File: config.mk
export PLATFORM = sky130hd
export DESIGN_NAME = pioc_line_controller
export DESIGN_NICKNAME = d
export VERILOG_FILES = /design/src/shared/pioc_pkg.sv /design/src/logic/pioc_glitch_filter.sv /design/src/logic/pioc_line_controller.sv
export VERILOG_INCLUDE_DIRS = /design/src /design/src/shared
export SDC_FILE = /design/constraint.sdc
export NUM_CORES = 1
export LEC_CHECK = 0
export ABC_AREA = 1
export BUFFER_PORTS_ARGS = -buffer_cell sky130_fd_sc_hd__buf_2
export CAP_MARGIN = 15
export CORE_MARGIN = 2
export CORE_UTILIZATION = 28
export DETAILED_ROUTE_END_ITERATION = 16
export GPL_ROUTABILITY_DRIVEN = 0
export PLACE_DENSITY = 0.5
export SLEW_MARGIN = 20
export SYNTH_ARGS = -nofsm -noshare
export SYNTH_HDL_FRONTEND = slang
export SYNTH_SLANG_ARGS = --single-unit
File: constraint.sdc
create_clock -name clk -period 40.1 [get_ports clk]
set_input_delay 8.02 -clock clk [delete_from_list [all_inputs] [get_ports clk]]
set_output_delay 8.02 -clock clk [all_outputs]
set_load 0.01 [all_outputs]
File: src/shared/pioc_defs.svh
`ifndef PIOC_DEFS_SVH
`define PIOC_DEFS_SVH
// Register byte offsets
`define PIOC_LINE_OWNER_ENABLE     8'h00
`define PIOC_LINE_OWNER_DISABLE    8'h04
`define PIOC_LINE_OWNER_STATUS     8'h08
`define PIOC_OUTPUT_ENABLE_SET     8'h10
`define PIOC_OUTPUT_ENABLE_CLEAR   8'h14
`define PIOC_OUTPUT_ENABLE_STATUS  8'h18
`define PIOC_GLITCH_FILTER_SET     8'h20
`define PIOC_GLITCH_FILTER_CLEAR   8'h24
`define PIOC_GLITCH_FILTER_STATUS  8'h28
`define PIOC_OUTPUT_LEVEL_SET      8'h30
`define PIOC_OUTPUT_LEVEL_CLEAR    8'h34
`define PIOC_OUTPUT_LEVEL_STATUS   8'h38
`define PIOC_PIN_LEVEL_STATUS      8'h3c
`define PIOC_CHANGE_IRQ_ENABLE     8'h40
`define PIOC_CHANGE_IRQ_DISABLE    8'h44
`define PIOC_CHANGE_IRQ_MASK       8'h48
`define PIOC_CHANGE_IRQ_STATUS     8'h4c
`define PIOC_OPEN_DRAIN_SET        8'h50
`define PIOC_OPEN_DRAIN_CLEAR      8'h54
`define PIOC_OPEN_DRAIN_STATUS     8'h58
`define PIOC_PULLUP_OFF            8'h60
`define PIOC_PULLUP_ON             8'h64
`define PIOC_PULLUP_STATUS         8'h68
`define PIOC_PERIPH_FIRST_SELECT   8'h70
`define PIOC_PERIPH_SECOND_SELECT  8'h74
`define PIOC_PERIPH_SELECT_STATUS  8'h78
`define PIOC_DIRECT_WRITE_ENABLE   8'ha0
`define PIOC_DIRECT_WRITE_DISABLE  8'ha4
`define PIOC_DIRECT_WRITE_STATUS   8'ha8
// Reset values
`define PIOC_RST_ZERO              32'h00000000
`define PIOC_RST_OWNER             32'hffffffff
`define PIOC_RST_IMPL              32'hffffffff
`define PIOC_RST_MUXED             32'hffffffff
`endif

File: src/shared/pioc_pkg.sv
`default_nettype none
package pioc_pkg;
    typedef logic [31:0] pioc_word_t;
endpackage
`default_nettype wire

File: src/logic/pioc_glitch_filter.sv
`include "pioc_defs.svh"
`default_nettype none
module pioc_glitch_filter #(
    parameter int unsigned LINES = 32
) (
    input  wire logic             clk,      // Master clock
    input  wire logic             rst,      // Async reset, high
    input  wire logic [LINES-1:0] pin_in,   // Raw pin levels
    input  wire logic [LINES-1:0] filt_en,  // Per-line filter enable
    output logic      [LINES-1:0] level_out // Resolved level per line
);
    // Per-line results gathered on a net, then handed out as one word
    wire logic [LINES-1:0] level_w;
    genvar i;
    generate
        for (i = 0; i < LINES; i = i + 1)
        begin : g_line
            logic fall_smp;
            logic rise_smp;
            logic filt_reg;
            logic filt_next;
            // Half-cycle sample on falling edge
            always_ff @(negedge clk or posedge rst)
            begin
                if (rst)
                    fall_smp <= 1'b0;
                else
                    fall_smp <= pin_in[i];
            end
            // Raw sample on rising edge
            always_ff @(posedge clk or posedge rst)
            begin
                if (rst)
                    rise_smp <= 1'b0;
                else
                    rise_smp <= pin_in[i];
            end
            // Level must be seen at both edges before accepted
            assign filt_next = (fall_smp == pin_in[i]) ? pin_in[i] : filt_reg;
            always_ff @(posedge clk or posedge rst)
            begin
                if (rst)
                    filt_reg <= 1'b0;
                else
                    filt_reg <= filt_next;
            end
            assign level_w[i] = filt_en[i] ? filt_reg : rise_smp;
        end
    endgenerate
    assign level_out = level_w;
endmodule
`default_nettype wire

File: src/logic/pioc_line_controller.sv
`include "pioc_defs.svh"
`default_nettype none
module pioc_line_controller #(
    parameter logic [31:0] IMPL_MASK  = `PIOC_RST_IMPL,  // Lines that exist
    parameter logic [31:0] MUXED_MASK = `PIOC_RST_MUXED, // Lines with peripherals
    parameter logic [31:0] OWNER_RST  = `PIOC_RST_OWNER  // Owner status reset
) (
    input  wire logic        clk,        // Master clock
    input  wire logic        rst,        // Async reset, high
    input  wire logic        psel,       // APB select
    input  wire logic        penable,    // APB enable
    input  wire logic        pwrite,     // APB write
    input  wire logic [7:0]  paddr,      // APB byte address
    input  wire logic [31:0] pwdata,     // APB write data
    output logic      [31:0] prdata,     // APB read data
    output logic             pready,     // APB ready
    output logic             pslverr,    // APB error
    input  wire logic [31:0] pin_in,     // Pad input levels
    output logic      [31:0] pin_out,    // Pad output level
    output logic      [31:0] pin_oe,     // Pad output enable
    output logic      [31:0] pullup_en,  // Pad pull-up enable
    input  wire logic [31:0] per_a_out,  // Peripheral A output
    input  wire logic [31:0] per_a_oe,   // Peripheral A enable
    input  wire logic [31:0] per_b_out,  // Peripheral B output
    input  wire logic [31:0] per_b_oe,   // Peripheral B enable
    output logic      [31:0] per_in,     // Unfiltered input to peripherals
    output logic             irq         // Combined change interrupt
);
    pioc_pkg::pioc_word_t owner_reg, oe_reg, filt_reg, odata_reg, imask_reg;
    pioc_pkg::pioc_word_t istat_reg, md_reg, puoff_reg, absel_reg, ow_reg;
    pioc_pkg::pioc_word_t owner_next, oe_next, filt_next, odata_next, imask_next;
    pioc_pkg::pioc_word_t istat_next, md_next, puoff_next, absel_next, ow_next;
    pioc_pkg::pioc_word_t level, level_reg, wd, rd_mux;
    pioc_pkg::pioc_word_t drv_oe, pad_out, pad_oe;
    logic                 wr, rd, ack_reg;
    logic                 level_valid_reg;
    logic                 isr_clr;
    logic                 odata_wr;
    logic                 sel_owner_st;
    logic                 sel_oe_st;
    logic                 sel_filt_st;
    logic                 sel_odata_st;
    logic                 sel_pin_st;
    logic                 sel_imask_st;
    logic                 sel_istat_st;
    logic                 sel_md_st;
    logic                 sel_pu_st;
    logic                 sel_absel_st;
    logic                 sel_ow_st;

    // Bus strobes; one wait state per transfer
    assign wr = psel & penable & pwrite & ~ack_reg;
    assign rd = psel & penable & ~pwrite & ~ack_reg;
    assign wd = pwdata & IMPL_MASK;

    // Status and data register address matches
    assign sel_owner_st = (paddr == `PIOC_LINE_OWNER_STATUS);
    assign sel_oe_st    = (paddr == `PIOC_OUTPUT_ENABLE_STATUS);
    assign sel_filt_st  = (paddr == `PIOC_GLITCH_FILTER_STATUS);
    assign sel_odata_st = (paddr == `PIOC_OUTPUT_LEVEL_STATUS);
    assign sel_pin_st   = (paddr == `PIOC_PIN_LEVEL_STATUS);
    assign sel_imask_st = (paddr == `PIOC_CHANGE_IRQ_MASK);
    assign sel_istat_st = (paddr == `PIOC_CHANGE_IRQ_STATUS);
    assign sel_md_st    = (paddr == `PIOC_OPEN_DRAIN_STATUS);
    assign sel_pu_st    = (paddr == `PIOC_PULLUP_STATUS);
    assign sel_absel_st = (paddr == `PIOC_PERIPH_SELECT_STATUS);
    assign sel_ow_st    = (paddr == `PIOC_DIRECT_WRITE_STATUS);

    // Strobes acting on a status register itself; taken at first access edge
    assign isr_clr  = rd & sel_istat_st;
    assign odata_wr = wr & sel_odata_st;

    // Write decode helpers
    function automatic pioc_pkg::pioc_word_t hit(input logic [7:0] off);
        hit = (wr && paddr == off) ? wd : 32'h00000000;
    endfunction

    // Set/clear pairs; zero bits leave status unchanged
    assign owner_next = ((owner_reg | hit(`PIOC_LINE_OWNER_ENABLE))
                        & ~hit(`PIOC_LINE_OWNER_DISABLE)) | ~MUXED_MASK;
    assign oe_next    = (oe_reg | hit(`PIOC_OUTPUT_ENABLE_SET))
                        & ~hit(`PIOC_OUTPUT_ENABLE_CLEAR);
    assign filt_next  = (filt_reg | hit(`PIOC_GLITCH_FILTER_SET))
                        & ~hit(`PIOC_GLITCH_FILTER_CLEAR);
    assign imask_next = (imask_reg | hit(`PIOC_CHANGE_IRQ_ENABLE))
                        & ~hit(`PIOC_CHANGE_IRQ_DISABLE);
    assign md_next    = (md_reg | hit(`PIOC_OPEN_DRAIN_SET))
                        & ~hit(`PIOC_OPEN_DRAIN_CLEAR);
    assign puoff_next = (puoff_reg | hit(`PIOC_PULLUP_OFF))
                        & ~hit(`PIOC_PULLUP_ON);
    assign absel_next = (absel_reg | hit(`PIOC_PERIPH_SECOND_SELECT))
                        & ~hit(`PIOC_PERIPH_FIRST_SELECT);
    assign ow_next    = (ow_reg | hit(`PIOC_DIRECT_WRITE_ENABLE))
                        & ~hit(`PIOC_DIRECT_WRITE_DISABLE);

    // Output data: set/clear plus masked direct write
    assign odata_next = (((odata_reg | hit(`PIOC_OUTPUT_LEVEL_SET))
                        & ~hit(`PIOC_OUTPUT_LEVEL_CLEAR))
                        & ~(ow_reg & {32{odata_wr}}))
                        | (hit(`PIOC_OUTPUT_LEVEL_STATUS) & ow_reg);

    // Change detection; new change wins over read clear
    assign istat_next = (isr_clr ? 32'h00000000 : istat_reg)
                        | ((level ^ level_reg) & IMPL_MASK
                           & {32{level_valid_reg}});

    // Per-line input filtering
    pioc_glitch_filter #(
        .LINES     (32)
    ) u_filter (
        .clk       (clk),
        .rst       (rst),
        .pin_in    (pin_in),
        .filt_en   (filt_reg),
        .level_out (level)
    );

    // Output path selection
    assign pad_out = (owner_reg & odata_reg)
                     | (~owner_reg & ~absel_reg & per_a_out)
                     | (~owner_reg & absel_reg & per_b_out);
    assign drv_oe  = (owner_reg & oe_reg)
                     | (~owner_reg & ~absel_reg & per_a_oe)
                     | (~owner_reg & absel_reg & per_b_oe);
    // Open drain drives only low
    assign pad_oe  = drv_oe & ~(md_reg & pad_out);

    // Read multiplexer; unmapped offsets read zero
    always_comb
    begin
        if (sel_owner_st)
            rd_mux = owner_reg & IMPL_MASK;
        else if (sel_oe_st)
            rd_mux = oe_reg;
        else if (sel_filt_st)
            rd_mux = filt_reg;
        else if (sel_odata_st)
            rd_mux = odata_reg;
        else if (sel_pin_st)
            rd_mux = level_reg & IMPL_MASK;
        else if (sel_imask_st)
            rd_mux = imask_reg;
        else if (sel_istat_st)
            rd_mux = istat_reg;
        else if (sel_md_st)
            rd_mux = md_reg;
        else if (sel_pu_st)
            rd_mux = puoff_reg;
        else if (sel_absel_st)
            rd_mux = absel_reg;
        else if (sel_ow_st)
            rd_mux = ow_reg;
        else
            rd_mux = 32'h00000000;
    end

    // Line ownership; unmuxed lines read owned even straight after reset
    always_ff @(posedge clk or posedge rst)
    begin
        if (rst)
            owner_reg <= OWNER_RST | ~MUXED_MASK;
        else
            owner_reg <= owner_next;
    end

    // Output enable status
    always_ff @(posedge clk or posedge rst)
    begin
        if (rst)
            oe_reg <= `PIOC_RST_ZERO;
        else
            oe_reg <= oe_next;
    end

    // Glitch filter enables
    always_ff @(posedge clk or posedge rst)
    begin
        if (rst)
            filt_reg <= `PIOC_RST_ZERO;
        else
            filt_reg <= filt_next;
    end

    // Output data level
    always_ff @(posedge clk or posedge rst)
    begin
        if (rst)
            odata_reg <= `PIOC_RST_ZERO;
        else
            odata_reg <= odata_next;
    end

    // Change interrupt mask
    always_ff @(posedge clk or posedge rst)
    begin
        if (rst)
            imask_reg <= `PIOC_RST_ZERO;
        else
            imask_reg <= imask_next;
    end

    // Open drain status
    always_ff @(posedge clk or posedge rst)
    begin
        if (rst)
            md_reg <= `PIOC_RST_ZERO;
        else
            md_reg <= md_next;
    end

    // Pull-up off status
    always_ff @(posedge clk or posedge rst)
    begin
        if (rst)
            puoff_reg <= `PIOC_RST_ZERO;
        else
            puoff_reg <= puoff_next;
    end

    // Peripheral B select status
    always_ff @(posedge clk or posedge rst)
    begin
        if (rst)
            absel_reg <= `PIOC_RST_ZERO;
        else
            absel_reg <= absel_next;
    end

    // Direct write mask
    always_ff @(posedge clk or posedge rst)
    begin
        if (rst)
            ow_reg <= `PIOC_RST_ZERO;
        else
            ow_reg <= ow_next;
    end

    // Previous level sample for the change compare
    always_ff @(posedge clk or posedge rst)
    begin
        if (rst)
            level_reg <= `PIOC_RST_ZERO;
        else
            level_reg <= level;
    end

    // No reference sample yet right after reset
    always_ff @(posedge clk or posedge rst)
    begin
        if (rst)
            level_valid_reg <= 1'b0;
        else
            level_valid_reg <= 1'b1;
    end

    // Change status; a change in the clearing cycle is kept
    always_ff @(posedge clk or posedge rst)
    begin
        if (rst)
            istat_reg <= `PIOC_RST_ZERO;
        else
            istat_reg <= istat_next;
    end

    // APB answer: one wait state, ready and data stand one cycle
    always_ff @(posedge clk or posedge rst)
    begin
        if (rst)
        begin
            ack_reg <= 1'b0;
            pready  <= 1'b0;
            prdata  <= 32'h00000000;
            pslverr <= 1'b0;
        end
        else
        begin
            ack_reg <= psel & penable & ~ack_reg;
            pready  <= psel & penable & ~ack_reg;
            prdata  <= rd ? rd_mux : 32'h00000000;
            pslverr <= 1'b0;
        end
    end

    // Pad drive, one cycle behind register state
    always_ff @(posedge clk or posedge rst)
    begin
        if (rst)
        begin
            pin_out <= 32'h00000000;
            pin_oe  <= 32'h00000000;
        end
        else
        begin
            pin_out <= pad_out & IMPL_MASK;
            pin_oe  <= pad_oe & IMPL_MASK;
        end
    end

    // Pull-ups and the raw peripheral input copy
    always_ff @(posedge clk or posedge rst)
    begin
        if (rst)
        begin
            pullup_en <= 32'h00000000;
            per_in    <= 32'h00000000;
        end
        else
        begin
            pullup_en <= ~puoff_reg & IMPL_MASK;
            per_in    <= pin_in;
        end
    end

    // Interrupt uses next status so it rises with the status bit
    always_ff @(posedge clk or posedge rst)
    begin
        if (rst)
            irq <= 1'b0;
        else
            irq <= |(istat_next & imask_next);
    end
endmodule
`default_nettype wire

Word-level counts from Yosys, hierarchy flattened
Index checks and enable logic that the tools add are counted.
Widths: inputs -> output; s select.
{ "word_totals": {"reg_bits": 611, "latch_bits": 0, "mem_bits_rw": 0, "rom_bits": 0, "input_bits": 205, "out_inout_bits": 163, "word_cells": 324, "mem_count": 0} }
{ "op_classes": {"addsub": 0, "mul": 0, "div": 0, "order_cmp": 0, "eq_ne": 60, "n_shift": 0, "muxes": 64, "n_bitwise": 64, "n_reduce_logical": 21} }
{ "ops": {"columns": ["cell", "n"], "rows": [
  ["$mux 32", 32],
  ["$and 32x32->32", 24],
  ["$or 32x32->32", 15],
  ["$not 32->32", 14],
  ["$eq 8x7->1 const B", 13],
  ["$eq 8x6->1 const B", 7],
  ["$eq 1x1->1", 32],
  ["$mux 1", 32],
  ["$reduce_or 32->1", 1],
  ["$xor 32x32->32", 1],
  ["$eq 8x5->1 const B", 3],
  ["$eq 8x8->1 const B", 3],
  ["$logic_and 1x1->1", 19],
  ["$and 1x1->1", 8],
  ["$eq 8x3->1 const B", 1],
  ["$eq 8x4->1 const B", 1],
  ["$logic_not 8->1", 1],
  ["$not 1->1", 2]
]} }

Depth between registers and ports, before layout
Gate-level depths: netlist of run 1.
{ "depth": {"ltp_word": 13, "mapped_depth": 14, "mapped_depth_nobuf": 13} }

Cells and area by module
Synthesis of run 1 repeated with hierarchy kept, for this count alone.
{ "hier_totals": {"cells_unflattened": 3072, "hier_area_um2": 27025.9} }
{ "by_module_without_submodules": {"columns": ["mod", "instances", "cells_each", "area_per_inst_um2", "seq_area_each_um2"], "rows": [
  ["pioc_line_controller", 1, 2768, 23762.8, 12927.4],
  ["pioc_glitch_filter", 1, 304, 3263.1, 2402.3]
]} }

==> summary.md, run 1 <==
| Metric | Value |
|---|---|
| Status | complete, no violations |
| Clock Sinks | 579 |
| Maximum vdd drop | 0.03026 mV |
| Post-Synthesis Cell Area | 26340 um2 |
| PortBufs | 366 |
| Final Routed Wirelength | 110.6 mm |
| Sequential area share after synthesis | 55.17% |
| WP data required | 20.84 ns |
| RSZ-0062 raised after global routing | false |
| Starting Density | 28.22% |
| Number of instances in the placed design | 4475 |
| Worst Reg2Reg Path Length in Cells | 1 |
| Area leader, netlist | dfrtp_1 |
| CP max stage delay | 0.55 ns |
| Final clock skew | 0.02915 ns |
| DP Wirelength | 78.42 mm |
| Synth top cells by count | nand2_1 (590), dfrtp_1 (515), nand3_1 (339), inv_1 (300), o21ai_0 (191) |
| Post-CTS setup buffers | 0 |
| Post-synth EDFFs | 0 |
| Layout cells sized above 1 | 17.91% |
| DIE WIDTH | 310.7 um |
| Final antenna-violating net count | 0 |
| Crit path DAT | 10.42 ns |
| Crit path launch | rst |
| Number of global-route vias before repair | 22.19k |
| Power Dens Cells | 42.01 nW/um2 |
| Area of the multi-input gates | 9857 um2 |
| Area Growth Syn to Fin | 20.25% |
| Non-filler instance count after layout | 4613 |
| WL/cell | 23.99 um |
| Most numerous cell in the Yosys netlist | nand2_1 |
| CTS clock-pin slew for the worst setup and hold paths | 0.06 ns |
| Post-cts hold buffer count | 0 |
| DR DRC count | 0 |
| #FFs+latches synth | 579 |
| Vias after detailed routing | 23.25k |
| Ports | 368 |
| Hold EP | pullup_en[21]$_DFF_PP0_ |
| Number of DRC markers in iteration 0 | 2587 |
| Synth Area per Inst | 8.814 um2 |
| Pin count of the biggest net entering global routing | 82 |
| CTS Buf Count | 70 |
| First-pass GRT wire length | 160.1 mm |
| Gate Count Post-Synth | 2988 |
| Tightest Hold Check Type | flop to flop |
| Max capacitance violation total | 0 |
| Storage element area | 14530 um2 |
| Synth Flop Type | dfrtp_1 |
| Core Rows | 112 |
| CP max FO | 81 |
| Nets | 3498 |
| R2R setup slack | 19.26 ns |
| Final number of max-transition violations | 0 |
| Critical Path End Type | async pin |
| Gates resized, CTS repair | 0 |
| Root buf cell | clkbuf_16 |
| Synth top area share | 48.93% |
| Endpoints failing hold | 0 |
| Worst slew pin tran | 1.126 ns |
| Core area | 93330 um2 |
| Crit-path cells | buf_2, clkinvlp_4, buf_4, buf_12, buf_4, buf_4 |
| Clock Latency Late Sink | 0.63 ns |
| DR pass1 iterations | 7 |
| Filler instances | 9872 |
| Async SR Flop Fraction | 100.0% |
| WS Path Type | primary input to async pin |
| Final Util | 33.93% |
| Crit-path most repeated cell | buf_4 |
| Synth area leaders | dfrtp_1 (49%), nand2_1 (8.4%), nand3_1 (6.4%) |
| Critical path launch point type | primary input |
| Synth warn | 0 |
| CTS tree | built |
| Clock buffer depth | 3 |
| Synth Net Count | 3193 |
| Total chip power | 1.331 mW |
| Max_slew headroom | 24.51% |
| Initial antenna violation count | 23 |
| Final worst hold slack | 0.4019 ns |
| FF-to-FF Start | u_filter.g_line[23].fall_smp$_DFF_NP0_ |
| Hold path start | puoff_reg[21]$_DFF_PP0_ |
| Worst r2r dst | u_filter.g_line[23].filt_reg$_DFFE_PP0N_ |
| Die Height | 310.7 um |
| Grt ovf | 0 |
| Setup_tns | 0 ns |
| H-tree Lvls | 3 |
| CP max stage cell | buf_4 |
| WHS Path Cells | 1 |
| LEAKAGE | 14.84 nW |
| Die ar. | 96530 um2 |
| Setup Viol. Count Final | 0 |
| Avg Vias per Cell | 5.041 |
| Gr usage total | 22.49% |
| Distinct cells, synth | 41 |
==> critical path, delay by kind of cell <==
family / cells / cell delay (ns)
buf+inv: 6 / 2.21
==> report_power, final <==
part / total [mW] / internal [mW] / switching, mW
combinational: 0.0768 / 0.0233 / 0.0535
clock: 0.638 / 0.374 / 0.263
sequential: 0.616 / 0.601 / 0.0156
==> area by class of cell <==
type / instances / share of cell area [%]
sequential: 579 / 45.88
multi-input combinational: 1912 / 31.12
timing repair buffer: 417 / 7.072
clock buffer: 108 / 6.625
tap: 1254 / 4.954
inverter: 313 / 3.722
clock inverter: 21 / 0.5570
antenna: 9 / 0.07111
==> through the flow <==
| stage | area (um2) | worst slack (ns) |
|---|---|---|
| global route | 31650 | 10.05 |
| floorplan | 26340 | 4.404 |
| CTS | 31650 | 10.33 |
| global placement | 29350 | 9.676 |
| finish | 31670 | 10.42 |
| detailed placement | 29370 | 9.699 |
==> metal layers <==
metal	routed length (um)	up-vias	global-route usage, %
met5	118	-	0
met4	2414	18	5.940
met3	8891	145	4.359
met2	49000	958	34.29
met1	50230	11520	32.53
li1	-	10620	-
==> cell families (layout without fill, tap and decap cells) <==
family                     count (synthesis)  in the layout  synth area share (%)
DFF                                      579            579                 55.17
and+or+nand+nor                         1213           1213                 20.11
other                                      2             11               0.02852
adders and majority gates                 32             32                 1.216
buffers and inverters                    497            859                 7.877
AOI/OAI and AO/OA                        665            665                 15.61
==> placed cells by master, fill, tap and decap left out, types with 4 or more instances in the layout <==
cell and count:
nand2_1 590, dfrtp_1 515, buf_2 366, nand3_1 337
inv_1 299, o21ai_0 191, a21oi_1 183, nor2_1 180
a2bb2oi_1 88, clkbuf_16 73, o211ai_1 67, buf_4 49
a22oi_1 33, and2_1 32, maj3_1 32, dfstp_2 32
dfrtn_1 32, o21ai_1 30, a21boi_0 26, a32oi_1 23
nand3b_1 21, clkbuf_1 21, nand4_1 17, clkbuf_8 14
a21boi_1 13, clkinv_2 13, nor2_4 11, diode_2 9
a31oi_1 9, inv_2 8, nor3_2 6, clkinv_1 5
nand2_2 4, inv_6 4
==> worst max path at each step <==
stage                                                         to  slack, ns  depth (start not counted)
after floorplan            u_filter.g_line[0].fall_smp$_DFF_NP0_       4.40                          1
after global placement    u_filter.g_line[29].fall_smp$_DFF_NP0_       9.68                          6
after detailed placement  u_filter.g_line[26].fall_smp$_DFF_NP0_       9.70                          6
after CTS                 u_filter.g_line[29].fall_smp$_DFF_NP0_      10.33                          6
after global routing      u_filter.g_line[29].fall_smp$_DFF_NP0_      10.05                          6
final                     u_filter.g_line[29].fall_smp$_DFF_NP0_      10.42                          6
Power figures use the tool's default switching activity.
==> inputs of run 2 (changes only) <==
--- a/config.mk
+++ b/config.mk
@@ -13,7 +13,7 @@
 export CORE_UTILIZATION = 28
 export DETAILED_ROUTE_END_ITERATION = 16
 export GPL_ROUTABILITY_DRIVEN = 0
-export PLACE_DENSITY = 0.5
+export PLACE_DENSITY = 0.51
 export SLEW_MARGIN = 20
 export SYNTH_ARGS = -nofsm -noshare
 export SYNTH_HDL_FRONTEND = slang
==> constraint.sdc (replaced) <==
create_clock -name clk -period 26.1 [get_ports clk]
set_input_delay 5.22 -clock clk [delete_from_list [all_inputs] [get_ports clk]]
set_output_delay 5.22 -clock clk [all_outputs]
set_load 0.01 [all_outputs]
==> summary.md, run 2 (same netlist as run 1, synthesis figures left out) <==
| Metric | Value |
|---|---|
| Status | complete, no violations |
| Commonest cells after routing, fill and taps aside | nand2_1 (588), dfrtp_1 (515), buf_2 (366), nand3_1 (337), inv_1 (299) |
| WP data required | 13.75 ns (-7.09 ns) |
| H-tree Lvls | 3 (unchanged) |
| Root buf cell | clkbuf_16 |
| Max_slew headroom | 18.79% (-5.7 points) |
| Switching Fraction | 24.68% (-0.31 points) |
| Clock Latency Late Sink | 0.64 ns (about the same) |
| CTS clock-pin slew for the worst setup and hold paths | 0.05 ns (about the same) |
| DIE WIDTH | 310.7 um (unchanged) |
| Critical path launch point type | primary input |
| Number of instances in the placed design | 4467 (-0.18%) |
| Starting Density | 28.22% (unchanged) |
| Post-cts hold buffer count | 0 (unchanged) |
| CTS Buf Count | 71 (+1.4%) |
| Nets | 3491 (-0.20%) |
| Setup_tns | 0 ns (unchanged) |
| Avg Vias per Cell | 5.036 (about the same) |
| Maximum vdd drop | 0.04442 mV (+47%) |
| Clock Sinks | 579 (unchanged) |
| Post-CTS setup buffers | 0 (unchanged) |
| Total chip power | 2.102 mW (+58%) |
| Commonest non-fill, non-tap cell in the layout | nand2_1 |
| CP max stage delay | 0.62 ns (+0.07 ns) |
| Grt ovf | 0 (unchanged) |
| Max capacitance violation total | 0 (unchanged) |
| Final Routed Wirelength | 110.8 mm (+0.17%) |
| CP max FO | 145 (+79%) |
| Cell-internal power | 1.583 mW (+59%) |
| PortBufs | 366 (unchanged) |
| Clock power share | 49.3% (+1.4 points) |
| Power Dens Cells | 66.09 nW/um2 (+57%) |
| CP max stage cell | buf_12 |
| Setup Viol. Count Final | 0 (unchanged) |
| Number of DRC markers in iteration 0 | 2422 (-6.4%) |
| Core Rows | 112 (unchanged) |
| Crit-path most repeated cell | buf_12 |
| Core area | 93330 um2 (unchanged) |
| Gates resized, CTS repair | 0 (unchanged) |
| Pin count of the biggest net entering global routing | 155 (+89%) |
| Endpoints failing hold | 0 (unchanged) |
| Combinational share of power | 5.6% (-0.2 points) |
| NetSw | 518.8 uW (+56%) |
| Vias after detailed routing | 23.19k (-0.28%) |
| Initial antenna violation count | 21 (-8.7%) |
| Worst slew pin tran | 1.215 ns (+0.08844 ns) |
| DR pass1 iterations | 7 (unchanged) |
| Final number of max-transition violations | 0 (unchanged) |
| Clock buffer depth | 3 (unchanged) |
| WS Path Type | primary input to async pin |
| Die ar. | 96530 um2 (unchanged) |
| Final clock skew | 0.03653 ns (+0.007383 ns) |
| Crit path DAT | 6.81 ns (-3.61 ns) |
| Layout cells sized above 1 | 17.94% (+0.032 points) |
| Ports | 368 (unchanged) |
| Tightest Hold Check Type | flop to flop |
| LEAKAGE | 14.90 nW (+0.38%) |
| CTS tree | built |
| DR DRC count | 0 (unchanged) |
| WL/cell | 24.07 um (+0.37%) |
| Number of global-route vias before repair | 22.09k (-0.45%) |
| Area Growth Syn to Fin | 20.74% |
| Die Height | 310.7 um (unchanged) |
| Crit-path cells | buf_2, clkinvlp_4, buf_12, buf_12 |
| Critical Path End Type | async pin |
| Final antenna-violating net count | 0 (unchanged) |
| Gr usage total | 22.45% (-0.038 points) |
| Reg power frac | 45.0% (-1.3 points) |
| Non-filler instance count after layout | 4604 (-0.20%) |
| DP Wirelength | 76.44 mm (-2.5%) |
| RSZ-0062 raised after global routing | false |
| First-pass GRT wire length | 159.5 mm (-0.37%) |
[run 2: cell count changes in the layout (fill, tap and decap cells not counted), sizes merged]
cell      delta
buf          -8
bufinv       +4
clkbuf       -4
clkinv       +1
clkinvlp     +3
diode        -3
inv          -2
[run 2: routing by layer]
metal  share of wire, %  up-vias  wire length, um  track usage (%)
met2                 44     1015            48610            33.87
met1                 44    11370            48950            31.42
met5              0.097        -              108                0
met4                3.2       16             3524            7.718
met3                8.7      198             9652            5.392
li1                   -    10590                -                -
[run 2: metrics by stage]
step	util [%]	instance area (um2)	setup WS, ns	hold WS, ns
after floorplan	-	26340	0.2043	0.3938
after global placement	31.44	29340	6.273	0.4056
after global routing	34.06	31790	6.722	0.4419
after CTS	34.05	31780	6.901	0.4171
final	34.07	31800	6.949	0.4157
after detailed placement	31.44	29340	6.258	0.4101
[run 2: path summary, 6_finish.rpt]
check / from / slack [ns] / endpoint / depth (start not counted)
hold reg to reg: puoff_reg[21]$_DFF_PP0_ / 0.42 / pullup_en[21]$_DFF_PP0_ / 1
hold / removal: puoff_reg[21]$_DFF_PP0_ / 0.42 / pullup_en[21]$_DFF_PP0_ / 1
setup / recovery: rst / 6.95 / u_filter.g_line[7].fall_smp$_DFF_NP0_ / 4
max in group clk: pin_in[0] / 8.15 / u_filter.g_line[0].fall_smp$_DFF_NP0_ / 1
min in group asynchronous: rst / 4.52 / pin_out[10]$_DFF_PP0_ / 2
setup reg to reg: u_filter.g_line[17].fall_smp$_DFF_NP0_ / 12.25 / u_filter.g_line[17].filt_reg$_DFFE_PP0N_ / 1
[run 2: final cells by class]
type / instances / area, um2
Fill cell: 9786 / 61530
Sequential cell: 579 / 14530
Multi-Input combinational cell: 1912 / 9868
Timing Repair Buffer: 409 / 2205
Clock buffer: 104 / 2117
Tap cell: 1254 / 1569
Inverter: 313 / 1179
Clock inverter: 27 / 316.6
Antenna cell: 6 / 15.01
[run 2: power by group through the flow]
stage                     registers (mW)  logic (mW)  clock network (mW)
final                              0.947       0.118                1.04
after global routing               0.949       0.131                1.09
after CTS                          0.946       0.119                1.06
after detailed placement           0.962       0.118                   0
after global placement             0.962       0.117                   0
after floorplan                    0.952      0.0661                   0
[run 2: worst max-delay path: cells and delay by family]
family   cells  cell delay, ns
buf+inv      4            1.32
